[src/hw/bfx_consts.vh]
// Constants for the branch, bit and flag execution block
`ifndef BFX_CONSTS_VH
`define BFX_CONSTS_VH

// Status flag positions
`define BFX_FLAG_C 3'd0
`define BFX_FLAG_Z 3'd1
`define BFX_FLAG_N 3'd2
`define BFX_FLAG_V 3'd3
`define BFX_FLAG_S 3'd4
`define BFX_FLAG_H 3'd5
`define BFX_FLAG_T 3'd6
`define BFX_FLAG_I 3'd7

// Operation codes on i_op_code
`define BFX_OP_NOP 5'h00
`define BFX_OP_BR_FLAG_SET 5'h01
`define BFX_OP_BR_FLAG_CLR 5'h02
`define BFX_OP_BR_SIGNED_GE 5'h03
`define BFX_OP_BR_SIGNED_LT 5'h04
`define BFX_OP_IO_BIT_SET 5'h05
`define BFX_OP_IO_BIT_CLR 5'h06
`define BFX_OP_SHL 5'h07
`define BFX_OP_SHR 5'h08
`define BFX_OP_ROL 5'h09
`define BFX_OP_ROR 5'h0a
`define BFX_OP_ASR 5'h0b
`define BFX_OP_FLAG_SET 5'h0c
`define BFX_OP_FLAG_CLR 5'h0d
`define BFX_OP_BIT_TO_T 5'h0e
`define BFX_OP_T_TO_BIT 5'h0f
`define BFX_OP_IRQ_ON 5'h10
`define BFX_OP_IRQ_OFF 5'h11

// Highest bit-addressable I/O address
`define BFX_IO_BIT_MAX 6'h1f

// Register map (byte addresses)
`define BFX_REG_FLAGS 8'h00
`define BFX_REG_CTRL 8'h04
`define BFX_REG_COUNT 8'h08

// Reset values
`define BFX_FLAGS_RST 8'h00
`define BFX_CTRL_RST 1'b1

// Extra cycles beyond the first
`define BFX_STALL_BRANCH 1'b1
`define BFX_STALL_IO_BIT 1'b1

`endif

[src/hw/bfx_exec.v]
// Branch, bit, shift and flag instruction execution with AHB-Lite register access
`timescale 1ns/1ps
`include "bfx_consts.vh"

module bfx_exec #(
  parameter PCW = 12
) (
  // Clock and reset
  input wire i_clk_sys,
  input wire i_srst,
  // Instruction issue
  input wire i_op_valid,
  input wire [4:0] i_op_code,
  input wire [2:0] i_op_bit,
  input wire [6:0] i_op_offset,
  input wire [5:0] i_op_ioaddr,
  input wire [7:0] i_op_rdata,
  input wire [PCW-1:0] i_pc,
  output wire o_op_ready,
  // Program counter load
  output reg o_pc_load,
  output reg [PCW-1:0] o_pc_target,
  // Working register write-back
  output reg o_rd_we,
  output reg [7:0] o_rd_wdata,
  // I/O bit write
  output reg o_io_we,
  output reg [5:0] o_io_addr,
  output reg [7:0] o_io_wmask,
  output reg [7:0] o_io_wdata,
  // Status flags to the core
  output wire [7:0] o_status_flags,
  // AHB-Lite slave
  input wire i_hsel,
  input wire [7:0] i_haddr,
  input wire [1:0] i_htrans,
  input wire i_hwrite,
  input wire [2:0] i_hsize,
  input wire [31:0] i_hwdata,
  input wire i_hready,
  output wire o_hreadyout,
  output wire o_hresp,
  output reg [31:0] o_hrdata
);

  reg [7:0] flags_q;
  reg [7:0] flags_d;
  reg ctrl_en_q;
  reg [15:0] count_q;
  reg busy_q;
  reg stall_d;
  reg wr_pend_q;
  reg [7:0] wr_addr_q;
  reg cond;
  reg [8:0] sh;
  wire accept;
  wire ahb_go;
  wire [PCW-1:0] target;

  // One-hot mask for a bit number
  function [7:0] bit_mask;
    input [2:0] b;
    begin
      bit_mask = 8'h01 << b;
    end
  endfunction

  // Replaces one bit of a byte, others kept
  function [7:0] bit_put;
    input [7:0] v;
    input [2:0] b;
    input t;
    begin
      bit_put = (v & ~bit_mask(b)) | (t ? bit_mask(b) : 8'h00);
    end
  endfunction

  // Returns {carry, result}
  function [8:0] shift_op;
    input [4:0] code;
    input [7:0] v;
    input c;
    begin
      case (code)
        `BFX_OP_SHL: shift_op = {v[7], v[6:0], 1'b0};
        `BFX_OP_SHR: shift_op = {v[0], 1'b0, v[7:1]};
        `BFX_OP_ROL: shift_op = {v[7], v[6:0], c};
        `BFX_OP_ROR: shift_op = {v[0], c, v[7:1]};
        `BFX_OP_ASR: shift_op = {v[0], v[7], v[7:1]};
        default: shift_op = {c, v};
      endcase
    end
  endfunction

  assign o_status_flags = flags_q;
  assign o_op_ready = ctrl_en_q & ~busy_q;
  assign accept = i_op_valid & o_op_ready;
  // Sign-extended word displacement past the branch word
  assign target = i_pc + {{(PCW-7){i_op_offset[6]}}, i_op_offset} + {{(PCW-1){1'b0}}, 1'b1};

  always @*
  begin
    flags_d = flags_q;
    stall_d = 1'b0;
    cond = 1'b0;
    sh = shift_op(i_op_code, i_op_rdata, flags_q[`BFX_FLAG_C]);
    case (i_op_code)
      // One index covers C, Z, N, V, S, H, T and I variants
      `BFX_OP_BR_FLAG_SET: cond = flags_q[i_op_bit];
      `BFX_OP_BR_FLAG_CLR: cond = ~flags_q[i_op_bit];
      `BFX_OP_BR_SIGNED_GE: cond = ~(flags_q[`BFX_FLAG_N] ^ flags_q[`BFX_FLAG_V]);
      `BFX_OP_BR_SIGNED_LT: cond = flags_q[`BFX_FLAG_N] ^ flags_q[`BFX_FLAG_V];
      `BFX_OP_IO_BIT_SET, `BFX_OP_IO_BIT_CLR: stall_d = `BFX_STALL_IO_BIT;
      `BFX_OP_SHL, `BFX_OP_SHR, `BFX_OP_ROL, `BFX_OP_ROR, `BFX_OP_ASR:
      begin
        flags_d[`BFX_FLAG_C] = sh[8];
        flags_d[`BFX_FLAG_Z] = (sh[7:0] == 8'h00);
        flags_d[`BFX_FLAG_N] = sh[7];
        flags_d[`BFX_FLAG_V] = sh[7] ^ sh[8];
      end
      `BFX_OP_FLAG_SET: flags_d[i_op_bit] = 1'b1;
      `BFX_OP_FLAG_CLR: flags_d[i_op_bit] = 1'b0;
      `BFX_OP_BIT_TO_T: flags_d[`BFX_FLAG_T] = i_op_rdata[i_op_bit];
      `BFX_OP_IRQ_ON: flags_d[`BFX_FLAG_I] = 1'b1;
      `BFX_OP_IRQ_OFF: flags_d[`BFX_FLAG_I] = 1'b0;
      default: flags_d = flags_q;
    endcase
    // Taken branch costs one extra cycle, flags untouched
    if (cond)
    begin
      stall_d = `BFX_STALL_BRANCH;
    end
  end

  assign ahb_go = i_hsel & i_htrans[1] & i_hready;
  assign o_hreadyout = 1'b1;
  assign o_hresp = 1'b0;

  // Execution side
  always @(posedge i_clk_sys)
  begin
    if (i_srst)
    begin
      busy_q <= 1'b0;
      o_pc_load <= 1'b0;
      o_pc_target <= {PCW{1'b0}};
      o_rd_we <= 1'b0;
      o_rd_wdata <= 8'h00;
      o_io_we <= 1'b0;
      o_io_addr <= 6'h00;
      o_io_wmask <= 8'h00;
      o_io_wdata <= 8'h00;
      count_q <= 16'h0000;
    end
    else
    begin
      busy_q <= accept & stall_d;
      o_pc_load <= accept & cond;
      o_rd_we <= 1'b0;
      o_io_we <= 1'b0;
      if (accept)
      begin
        count_q <= count_q + 16'h0001;
        if (cond)
        begin
          o_pc_target <= target;
        end
        case (i_op_code)
          `BFX_OP_SHL, `BFX_OP_SHR, `BFX_OP_ROL, `BFX_OP_ROR, `BFX_OP_ASR:
          begin
            o_rd_we <= 1'b1;
            o_rd_wdata <= sh[7:0];
          end
          `BFX_OP_T_TO_BIT:
          begin
            o_rd_we <= 1'b1;
            o_rd_wdata <= bit_put(i_op_rdata, i_op_bit, flags_q[`BFX_FLAG_T]);
          end
          `BFX_OP_IO_BIT_SET, `BFX_OP_IO_BIT_CLR:
          begin
            // Mask keeps neighbouring write-one-to-clear flags safe
            o_io_we <= (i_op_ioaddr <= `BFX_IO_BIT_MAX);
            o_io_addr <= i_op_ioaddr;
            o_io_wmask <= bit_mask(i_op_bit);
            o_io_wdata <= (i_op_code == `BFX_OP_IO_BIT_SET) ? bit_mask(i_op_bit) : 8'h00;
          end
          default: o_rd_we <= 1'b0;
        endcase
      end
    end
  end

  // Flags and bus registers; an executing op wins over a bus write
  always @(posedge i_clk_sys)
  begin
    if (i_srst)
    begin
      flags_q <= `BFX_FLAGS_RST;
      ctrl_en_q <= `BFX_CTRL_RST;
      wr_pend_q <= 1'b0;
      wr_addr_q <= 8'h00;
      o_hrdata <= 32'h00000000;
    end
    else
    begin
      wr_pend_q <= ahb_go & i_hwrite;
      if (ahb_go)
      begin
        wr_addr_q <= i_haddr;
      end
      if (ahb_go & ~i_hwrite)
      begin
        case (i_haddr)
          `BFX_REG_FLAGS: o_hrdata <= {24'h000000, flags_q};
          `BFX_REG_CTRL: o_hrdata <= {31'h00000000, ctrl_en_q};
          `BFX_REG_COUNT: o_hrdata <= {16'h0000, count_q};
          default: o_hrdata <= 32'h00000000;
        endcase
      end
      if (wr_pend_q && wr_addr_q == `BFX_REG_CTRL)
      begin
        ctrl_en_q <= i_hwdata[0];
      end
      if (accept)
      begin
        flags_q <= flags_d;
      end
      else if (wr_pend_q && wr_addr_q == `BFX_REG_FLAGS)
      begin
        flags_q <= i_hwdata[7:0];
      end
    end
  end

endmodule // bfx_exec

[config.mk]
export PLATFORM = sky130hd
export DESIGN_NAME = bfx_exec
export DESIGN_NICKNAME = d
export VERILOG_FILES = /design/src/hw/bfx_exec.v
export VERILOG_INCLUDE_DIRS = /design/src /design/src/hw
export SDC_FILE = /design/constraint.sdc
export NUM_CORES = 1
export LEC_CHECK = 0
export BUFFER_PORTS_ARGS = -buffer_cell sky130_fd_sc_hd__buf_2
export CORE_AREA = 2 2 141 88
export CTS_BUF_LIST = sky130_fd_sc_hd__clkbuf_8
export DETAILED_ROUTE_END_ITERATION = 8
export DIE_AREA = 0 0 143 90
export GPL_TIMING_DRIVEN = 0
export PLACE_DENSITY_LB_ADDON = 0.2
export REMOVE_ABC_BUFFERS = 1
export SLEW_MARGIN = 20
export SYNTH_ARGS = -nofsm -noshare
export SYNTH_HDL_FRONTEND = slang
export SYNTH_SLANG_ARGS = --single-unit
[constraint.sdc]
create_clock -name i_clk_sys -period 2.2 [get_ports i_clk_sys]
set_input_delay 0.22 -clock i_clk_sys [delete_from_list [all_inputs] [get_ports i_clk_sys]]
set_output_delay 0.22 -clock i_clk_sys [all_outputs]
set_load 0.05 [all_outputs]
[Word level (Yosys, flattened, before mapping)]
Index checks and enable logic that the tools add are counted.
W data, S select, Z words.
Word-level totals
  memory bits (writable): 0
  ROM bits: 0
  memories kept: 0
  input port bits: 92
  register bits after elaboration: 112
  latch bits: 0
  word-level logic and storage cells: 112
Cells by class
  div/mod/pow operators: 0
  eq/ne operators: 24
  shifts and indexed selects: 1
  bitwise gates (word level): 22
  $lt $le $gt $ge: 3
  $mul: 0
  $add $sub $neg: 3
  reductions and logical operators: 20
  mux-type cells: 21
Operator list (count)
  $pmux W16 S3: 1
  $pmux W9 S5: 1
  $eq A5 B4 Y1 const B: 8
  $mux W8: 4
  $logic_not A8 Y1: 3
  $eq A5 B3 Y1 const B: 4
  $add A16 B1 Y16 const B: 1
  $and A8 B8 Y8: 2
  $eq A8 B3 Y1 const B: 2
  $not A8 Y8: 2
  $or A8 B8 Y8: 2
  $pmux W8 S2: 1
  $reduce_and A2 Y1: 7
  $add A12 B1 Y12 const B: 1
  $add A12 B12 Y12: 1
  $pmux W4 S3: 1
  $eq A5 B2 Y1 const B: 2
  $eq A5 B5 Y1 const B: 2
  $and A1 B1 Y1: 8
  $eq A8 B4 Y1 const B: 1
  $ne A4 B1 Y1 const B: 2
  $pmux W1 S4: 2
  $shl A1 B3 Y8 const A: 1
  $bmux W1 S3: 2
  18 further kinds: 33

[Longest topological paths before layout]
Gate-level depths: netlist of the first run.
  word-level depth: 8
  depth in mapped cells: 10
  depth with buffers taken out: 10

[Worst setup path after synthesis of the first run]
No wires, ideal clock.
  path kind: flip-flop to flip-flop
  start: register flags_q[3] (netlist: o_status_flags[3])
  end: register o_pc_target[9]
  data required time: 2.130 ns
  setup slack: -0.311 ns
  arrival time: 2.441 ns
  library setup time: 0.070 ns
  cell stages (with the launch flop): 8
  clock period less this slack: 2.511 ns
  cell sequence: dfxtp_1 mux4_1 mux2i_1 mux2_4 and2_1 buf_6 or4_1 a21oi_1
Between the ends
  cells in the longest elaborated chain, start to end: 5
  elaborated cells between the ends (all ways): 7
  those cells by class: mux (3); bitwise (3); reduce/logical (1)
Ends and longest elaborated chain
  start: declaration: RTL line bfx_exec.v:46  | reg [7:0] flags_q;
  start signal: assignment: RTL line bfx_exec.v:198  | flags_q <= `BFX_FLAGS_RST;
  start signal: assignment: RTL line bfx_exec.v:226  | flags_q <= flags_d;
  start signal: assignment: RTL line bfx_exec.v:230  | flags_q <= i_hwdata[7:0];
  $bmux W1 S3: RTL line bfx_exec.v:109, bfx_exec.v:110
  $mux W1 (implied by the code): RTL line bfx_exec.v:109, bfx_exec.v:110
  $not A1 Y1: RTL line bfx_exec.v:110  | `BFX_OP_BR_FLAG_CLR: cond = ~flags_q[i_op_bit];
  $pmux W1 S4 (*): RTL line bfx_exec.v:107  | case (i_op_code)
  $reduce_and A2 Y1 (no line) (*)
  end signal: assignment: RTL line bfx_exec.v:146  | o_pc_target <= {PCW{1'b0}};
  end signal: assignment: RTL line bfx_exec.v:166  | o_pc_target <= target;
  end: declaration: RTL line bfx_exec.v:22  | output reg [PCW-1:0] o_pc_target,
Every way passes the cells marked *; elsewhere a longest branch is shown, timed or not. The select of a mux whose other input is x is not followed.
A chain may end at the register's enable or synchronous reset.

[Worst setup path after layout of the first run]
  start: register flags_q[7] (netlist: o_status_flags[7])
  end: register o_pc_target[9]
Between the ends
  cells in the longest elaborated chain, start to end: 5
Ends and longest elaborated chain (RTL line)
  $bmux W1 S3 (*): bfx_exec.v:109, bfx_exec.v:110
  $mux W1 (implied by the code) (*): bfx_exec.v:109, bfx_exec.v:110
  $not A1 Y1: bfx_exec.v:110
  $pmux W1 S4 (*): bfx_exec.v:107
  $reduce_and A2 Y1 (no line) (*)
Marks and branches as above.

==> results of run 1 <==
-- state kept, by name, indices dropped and copies added (netlist names), named ones only --
signal,cells
o_pc_target,12
wr_pend_q,1
o_rd_we,1
count_q,16
o_pc_load,1
o_io_wmask,8
wr_addr_q,8
o_io_wdata,8
o_rd_wdata,8
o_status_flags,6
o_io_addr,6
o_io_we,1
busy_q,1
o_hrdata,16
ctrl_en_q,1
-- cells in the final DEF, fill, tap and decap left out, types with 7 or more instances in the layout --
cell type and instances:
a211oi_1 13, a21oi_1 49, a22oi_1 27, and3_1 9
buf_2 132, buf_4 7, clkbuf_8 9, conb_1 18
dfxtp_1 90, ha_1 12, inv_1 15, mux2_2 7
mux2i_1 25, nand2_1 67, nand2b_1 8, nand3_1 14
nand4_1 7, nor2_1 95, nor2b_1 8, nor3_1 7
nor3b_1 8, o21ai_0 19, o31ai_1 7, xnor2_1 9
xor2_1 11
-- per-stage QoR --
stage	hold slack [ns]	area [um2]	instances	util, %	power, mW
after floorplan	0.289	5110	617	-	2.27
after CTS	0.00139	6280	937	53.8	3.66
after global routing	0.0722	6340	940	54.3	3.80
after detailed placement	0.414	6020	916	51.5	2.51
final	0.0696	6340	940	54.3	3.64
after global placement	0.399	5980	915	51.2	2.49
-- cell type report --
| class | instances | area (um2) | share of cell area, % |
|---|---|---|---|
| multi-input cells | 507 | 3200 | 50.5 |
| flip-flops and latches | 96 | 1940 | 30.6 |
| repair buffers | 142 | 754 | 11.9 |
| well taps | 165 | 206 | 3.26 |
| clock buffers | 9 | 124 | 1.95 |
| clock inverters | 7 | 66.3 | 1.05 |
| inverters | 14 | 52.6 | 0.829 |
-- worst max-delay path: cells and delay by family (launching register included) --
| family | cells | cell delay [ns] |
|---|---|---|
| DFF | 1 | 0.38 |
| and+or+nand+nor | 2 | 0.59 |
| muxes | 3 | 1.04 |
| AOI/OAI and AO/OA | 1 | 0.14 |
-- routing by layer --
metal  GRT usage [%]  up-vias
met5               0        -
met4            5.20        0
met3            7.35       18
met2            32.7      244
met1            34.8     2473
li1                -     2552
-- final timing paths --
kind	endpoint	slack (ns)	cells past startpoint
worst max-delay path	o_pc_target[9]	-0.03	6
worst min-delay path	o_io_addr[1]	0.07	3
worst max register to register	o_pc_target[9]	-0.03	6
worst min register to register	o_rd_wdata[7]	0.46	2
-- repair_timing --
action / in CTS / in global routing
gates cloned: 0 / 0
hold endpoints to repair: 0 / 1
pin swaps: 1 / 3
hold buffers: 0 / 1
setup buffers: 5 / 2
setup endpoints to repair: 29 / 9
resized for setup: 15 / 8
-- where the power goes --
part | leakage [nW] | switching [mW] | internal [mW] | total (mW)
Combinational | 1.91 | 0.484 | 0.233 | 0.717
Sequential | 0.779 | 0.0231 | 1.76 | 1.79
Clock | 0.0999 | 0.701 | 0.435 | 1.14
Total | 2.79 | 1.21 | 2.43 | 3.64
-- cell families (layout without fill, tap and decap cells) --
group / count (synthesis) / after routing / synth area share [%]
flip-flops: 96 / 96 / 36.0
adder cells (fa/ha/maj): 13 / 13 / 3.19
buffers and inverters: 68 / 172 / 6.27
XOR/XNOR: 20 / 20 / 3.29
multiplexers: 37 / 37 / 7.98
AND/OR/NAND/NOR: 260 / 260 / 23.3
AO/OA/AOI/OAI: 159 / 159 / 19.8
other: 2 / 18 / 0.141
==> results.sh, run 1 <==
export IMPL_io_pins=180
export IMPL_antenna_found_initial=0
export IMPL_tightest_slew_ns=1.07
export IMPL_io_buffers=133
export IMPL_drv_slew=0
export IMPL_wire_per_inst_um=16.4
export IMPL_violations="setup timing"
export IMPL_dpl_worst_slack_ns=-0.777
export IMPL_gp_congestion=0.966
export IMPL_die_h_um=90
export IMPL_antenna_left=0
export IMPL_crit_arrival_ns=2.54
export IMPL_yosysMostFrequentCell="dfxtp_1"
export IMPL_final_setup_tns_ns=-0.0262
export IMPL_synth_warnings=0
export IMPL_crit_path_end_kind="register"
export IMPL_htreeDepth=3
export IMPL_clock_skew_ns=0.0105
export IMPL_rsz0062_at_grt="true"
export IMPL_r2r_start="o_status_flags[7]"
export IMPL_cts_num_sinks=96
export IMPL_clkLatencyLatePin_ns=0.38
export IMPL_drive_gt1_share_pct=24.8
export IMPL_finalCriticalPeriod_ns=2.23
export IMPL_avgSynthCellArea_um2=8.14
export IMPL_hold_path_class="primary input to register"
export IMPL_status="complete, but fails checks"
export IMPL_yosysTopAreaCell="dfxtp_1"
export IMPL_drt_pass1_iter_count=5
export IMPL_grt_usage_pct=23.4
export IMPL_final_period_utilization_pct=101
export IMPL_routedLengthMet1_mm=7.39
export IMPL_core_area_mm2=0.0117
export IMPL_powerDensity_mw_per_mm2=574
export IMPL_synth_edf_count=0
export IMPL_crit_type="register to register"
export IMPL_ys_ff_latch=96
export IMPL_finalHoldViolations=0
export IMPL_cp_slowest_cell="mux4_2"
export IMPL_ys_seq_area_share_pct=36.0
export IMPL_hpwl_mm=11.3
export IMPL_cts_tree="done"
export IMPL_p_leak_nw=2.79
export IMPL_drt_iter0_drc=398
export IMPL_fillers=1120
export IMPL_min_delay_start="i_op_ioaddr[1]"
export IMPL_syn_cell_area_mm2=0.00533
export IMPL_drv_cap=0
export IMPL_synth_common_cells="dfxtp_1, nor2_1, nand2_1"
export IMPL_clk_pin_slew_ns=0.11
export IMPL_fmax_ghz=0.449
export IMPL_die_area_mm2=0.0129
export IMPL_synth_top_area_share_pct=36.0
export IMPL_met3_length_mm=1.48
export IMPL_avgViaCountPerCell=5.62
export IMPL_top_layer="met4"
export IMPL_yosys_most_used_dff="dfxtp_1"
export IMPL_syn_to_final_growth_pct=18.9
export IMPL_finalWorstSetupSlack_ns=-0.0262
export IMPL_overflow=0
export IMPL_grt_max_degree=54
export IMPL_initial_utilization_pct=45.7
export IMPL_wl_met2_mm=6.35
export IMPL_slowest_delay_ns=0.49
export IMPL_cts_root_buf="clkbuf_8"
export IMPL_synthCells=655
export IMPL_critical_path_startpoint="o_status_flags[7]"
export IMPL_first_global_vias=4856
export IMPL_n_antenna_cell=0
export IMPL_cp_max_fo=3
export IMPL_synth_cell_types=65
export IMPL_ir_worst_vdd_mv=0.328
export IMPL_grt_pass1_wl_mm=24.3
export IMPL_setup_viol=1
export IMPL_totalWireLength_mm=15.4
export IMPL_route_detailed_drc=0
export IMPL_cp_required_ns=2.51
export IMPL_worstPathCellList="mux4_2 > mux2i_4 > mux2_4 > and2_4 > or4_4 > a21oi_2"
export IMPL_synth_async_sr_flop_share_pct=0
export IMPL_finalNetCount=875
export IMPL_clk_path_buf_depth=2
export IMPL_start_kind="register"
export IMPL_vias=5287
export IMPL_synthTopCellsByArea="dfxtp_1, nor2_1, mux2i_1"
export IMPL_fp_dieW_um=143
export IMPL_rows=31
export IMPL_numCtsBuffers=9
export IMPL_slew_limit_headroom_pct=28.3
No activity file was read; power rests on OpenSTA's default activity.
==> inputs of run 2 (changes only) <==
BUFFER_PORTS_ARGS = -buffer_cell sky130_fd_sc_hd__buf_4   (was -buffer_cell sky130_fd_sc_hd__buf_2)
==> run 2 against run 1 <==
Fmax down 2.3%; utilization up 3.5 points; final area up 6.4%; highest routed layer unchanged; critical path type unchanged; critical path depth unchanged; via count up 0.45%; global-route usage up 0.65 points; sequential share of layout area down 1.7 points; clock power up 18%; the flow still finishes with violations (setup timing); combinational power up 6.8%; routed wire length up 2.4%; clock skew up 0.0061 ns; critical endpoint unchanged; final cell count up 0.53%.
==> results.sh, run 2 (synthesis results as in run 1) <==
export IMPL_status="complete, but fails checks"
export IMPL_violations="setup timing"
export IMPL_cp_max_fo=5
export IMPL_fin_total_pwr_mw=3.90
export IMPL_drt_pass1_iter_count=5
export IMPL_grt_usage_pct=24.0
export IMPL_drv_cap=0
export IMPL_rows=31
export IMPL_setup_viol=1
export IMPL_clk_path_buf_depth=2
export IMPL_p_leak_nw=2.88
export IMPL_antenna_left=0
export IMPL_mostFrequentLayoutCells="buf_4, nor2_1, dfxtp_1"
export IMPL_vias=5311
export IMPL_crit_arrival_ns=2.59
export IMPL_avgViaCountPerCell=5.62
export IMPL_totalWireLength_mm=15.8
export IMPL_finalNetCount=881
export IMPL_final_common_cell="buf_4"
export IMPL_io_pins=180
export IMPL_hold_path_class="primary input to register"
export IMPL_hold_slack_ns=0.0673
export IMPL_largestRegisters="count_q (16), o_hrdata (16), o_pc_target (12)"
export IMPL_htreeDepth=3
export IMPL_first_global_vias=4809
export IMPL_finalHoldViolations=0
export IMPL_cp_required_ns=2.51
export IMPL_clkLatencyLatePin_ns=0.38
export IMPL_die_area_mm2=0.0129
export IMPL_initial_utilization_pct=45.7
export IMPL_antenna_found_initial=0
export IMPL_fillers=1058
export IMPL_fp_dieW_um=143
export IMPL_dpl_worst_slack_ns=-0.744
export IMPL_n_antenna_cell=0
export IMPL_tightest_slew_ns=1.01
export IMPL_hpwl_mm=11.4
export IMPL_cts_num_sinks=96
export IMPL_fmax_ghz=0.439
export IMPL_overflow=0
export IMPL_grt_pass1_wl_mm=24.9
export IMPL_core_area_mm2=0.0117
export IMPL_r2r_start="o_status_flags[3]"
export IMPL_rsz0062_at_grt="true"
export IMPL_cts_tree="done"
export IMPL_finalWorstSetupSlack_ns=-0.0776
export IMPL_final_period_utilization_pct=104
export IMPL_drt_iter0_drc=332
export IMPL_route_detailed_drc=0
export IMPL_drv_slew=0
export IMPL_ir_worst_vdd_mv=0.347
export IMPL_slew_limit_headroom_pct=32.1
export IMPL_io_buffers=133
export IMPL_powerDensity_mw_per_mm2=577
export IMPL_start_kind="register"
export IMPL_gp_congestion=0.925
export IMPL_numCtsBuffers=9
export IMPL_cts_root_buf="clkbuf_8"
export IMPL_post_route_util_pct=57.8
export IMPL_clk_pin_slew_ns=0.11
export IMPL_finalCriticalPeriod_ns=2.28
export IMPL_critical_path_startpoint="o_status_flags[3]"
export IMPL_min_delay_start="i_op_ioaddr[3]"
export IMPL_crit_path_end_kind="register"
export IMPL_drive_gt1_share_pct=25.6
export IMPL_clock_skew_ns=0.0166
export IMPL_wire_per_inst_um=16.7
export IMPL_syn_to_final_growth_pct=26.5
export IMPL_crit_type="register to register"
export IMPL_die_h_um=90
export IMPL_grt_max_degree=96
[run 2: cell types whose count changed in the layout (fill, tap and decap cells not counted)]
| cell | previous run | this run |
|---|---|---|
| buf_8 | 0 | 1 |
| inv_1 | 15 | 14 |
| buf_4 | 7 | 146 |
| inv_8 | 1 | 2 |
| clkinv_8 | 1 | 0 |
| dfxtp_1 | 90 | 88 |
| buf_6 | 1 | 0 |
| buf_2 | 132 | 0 |
| dfxtp_4 | 3 | 5 |
| bufinv_16 | 0 | 2 |
| clkinv_4 | 3 | 1 |
| buf_12 | 1 | 0 |
[run 2: area by class of cell]
| type | count | area, um2 | share of cell area (%) |
|---|---|---|---|
| flip-flops and latches | 96 | 1940 | 28.8 |
| inverters | 14 | 52.6 | 0.779 |
| clock inverters | 6 | 100 | 1.48 |
| multi-input cells | 507 | 3200 | 47.4 |
| repair buffers | 148 | 1120 | 16.6 |
| well taps | 165 | 206 | 3.06 |
| clock buffers | 9 | 124 | 1.84 |
[run 2: final timing paths]
check / end / slack [ns] / cells after the start
setup reg to reg: o_pc_target[9] / -0.08 / 6
setup / recovery: o_pc_target[9] / -0.08 / 6
hold / removal: o_io_addr[3] / 0.07 / 3
hold reg to reg: o_rd_wdata[0] / 0.46 / 2
[run 2: per-layer routing]
metal	routed length, um	part of all wire (%)	vias to the layer above	GRT usage (%)
li1	-	-	2566	-
met1	7410	47	2475	35.6
met2	6670	42	251	34.6
met3	1540	9.7	19	6.18
met4	167	1.1	0	5.69
met5	0	0	-	0
[run 2: repair_timing]
item	CTS	global route
buffers inserted	3	11
pin swaps	1	5
hold endpoints to repair	1	0
resized for setup	15	13
setup endpoints to repair	32	19
cloned	0	0
hold buffers	1	0
[run 2: per-stage QoR]
step / cell area (um2) / std cells / TNS (ns)
final: 6750 / 945 / -0.0776
after global routing: 6750 / 945 / -0.0848
after CTS: 6620 / 934 / -0.182
after detailed placement: 6330 / 915 / -9.89
after global placement: 6310 / 915 / -14.57
after floorplan: 5110 / 617 / -1.61
[run 2: critical path, cell delays in order, from the launching register on]
cell	delay, ns
dfxtp_4	0.38
mux4_2	0.49
mux2i_4	0.20
mux2_4	0.33
and2_4	0.17
or4_4	0.49
a21oi_2	0.14
[run 2: power breakdown]
group | internal [mW] | total, mW | leakage, nW | switching, mW
Combinational | 0.277 | 0.766 | 1.98 | 0.489
Sequential | 1.76 | 1.79 | 0.781 | 0.0226
Clock | 0.657 | 1.34 | 0.114 | 0.688
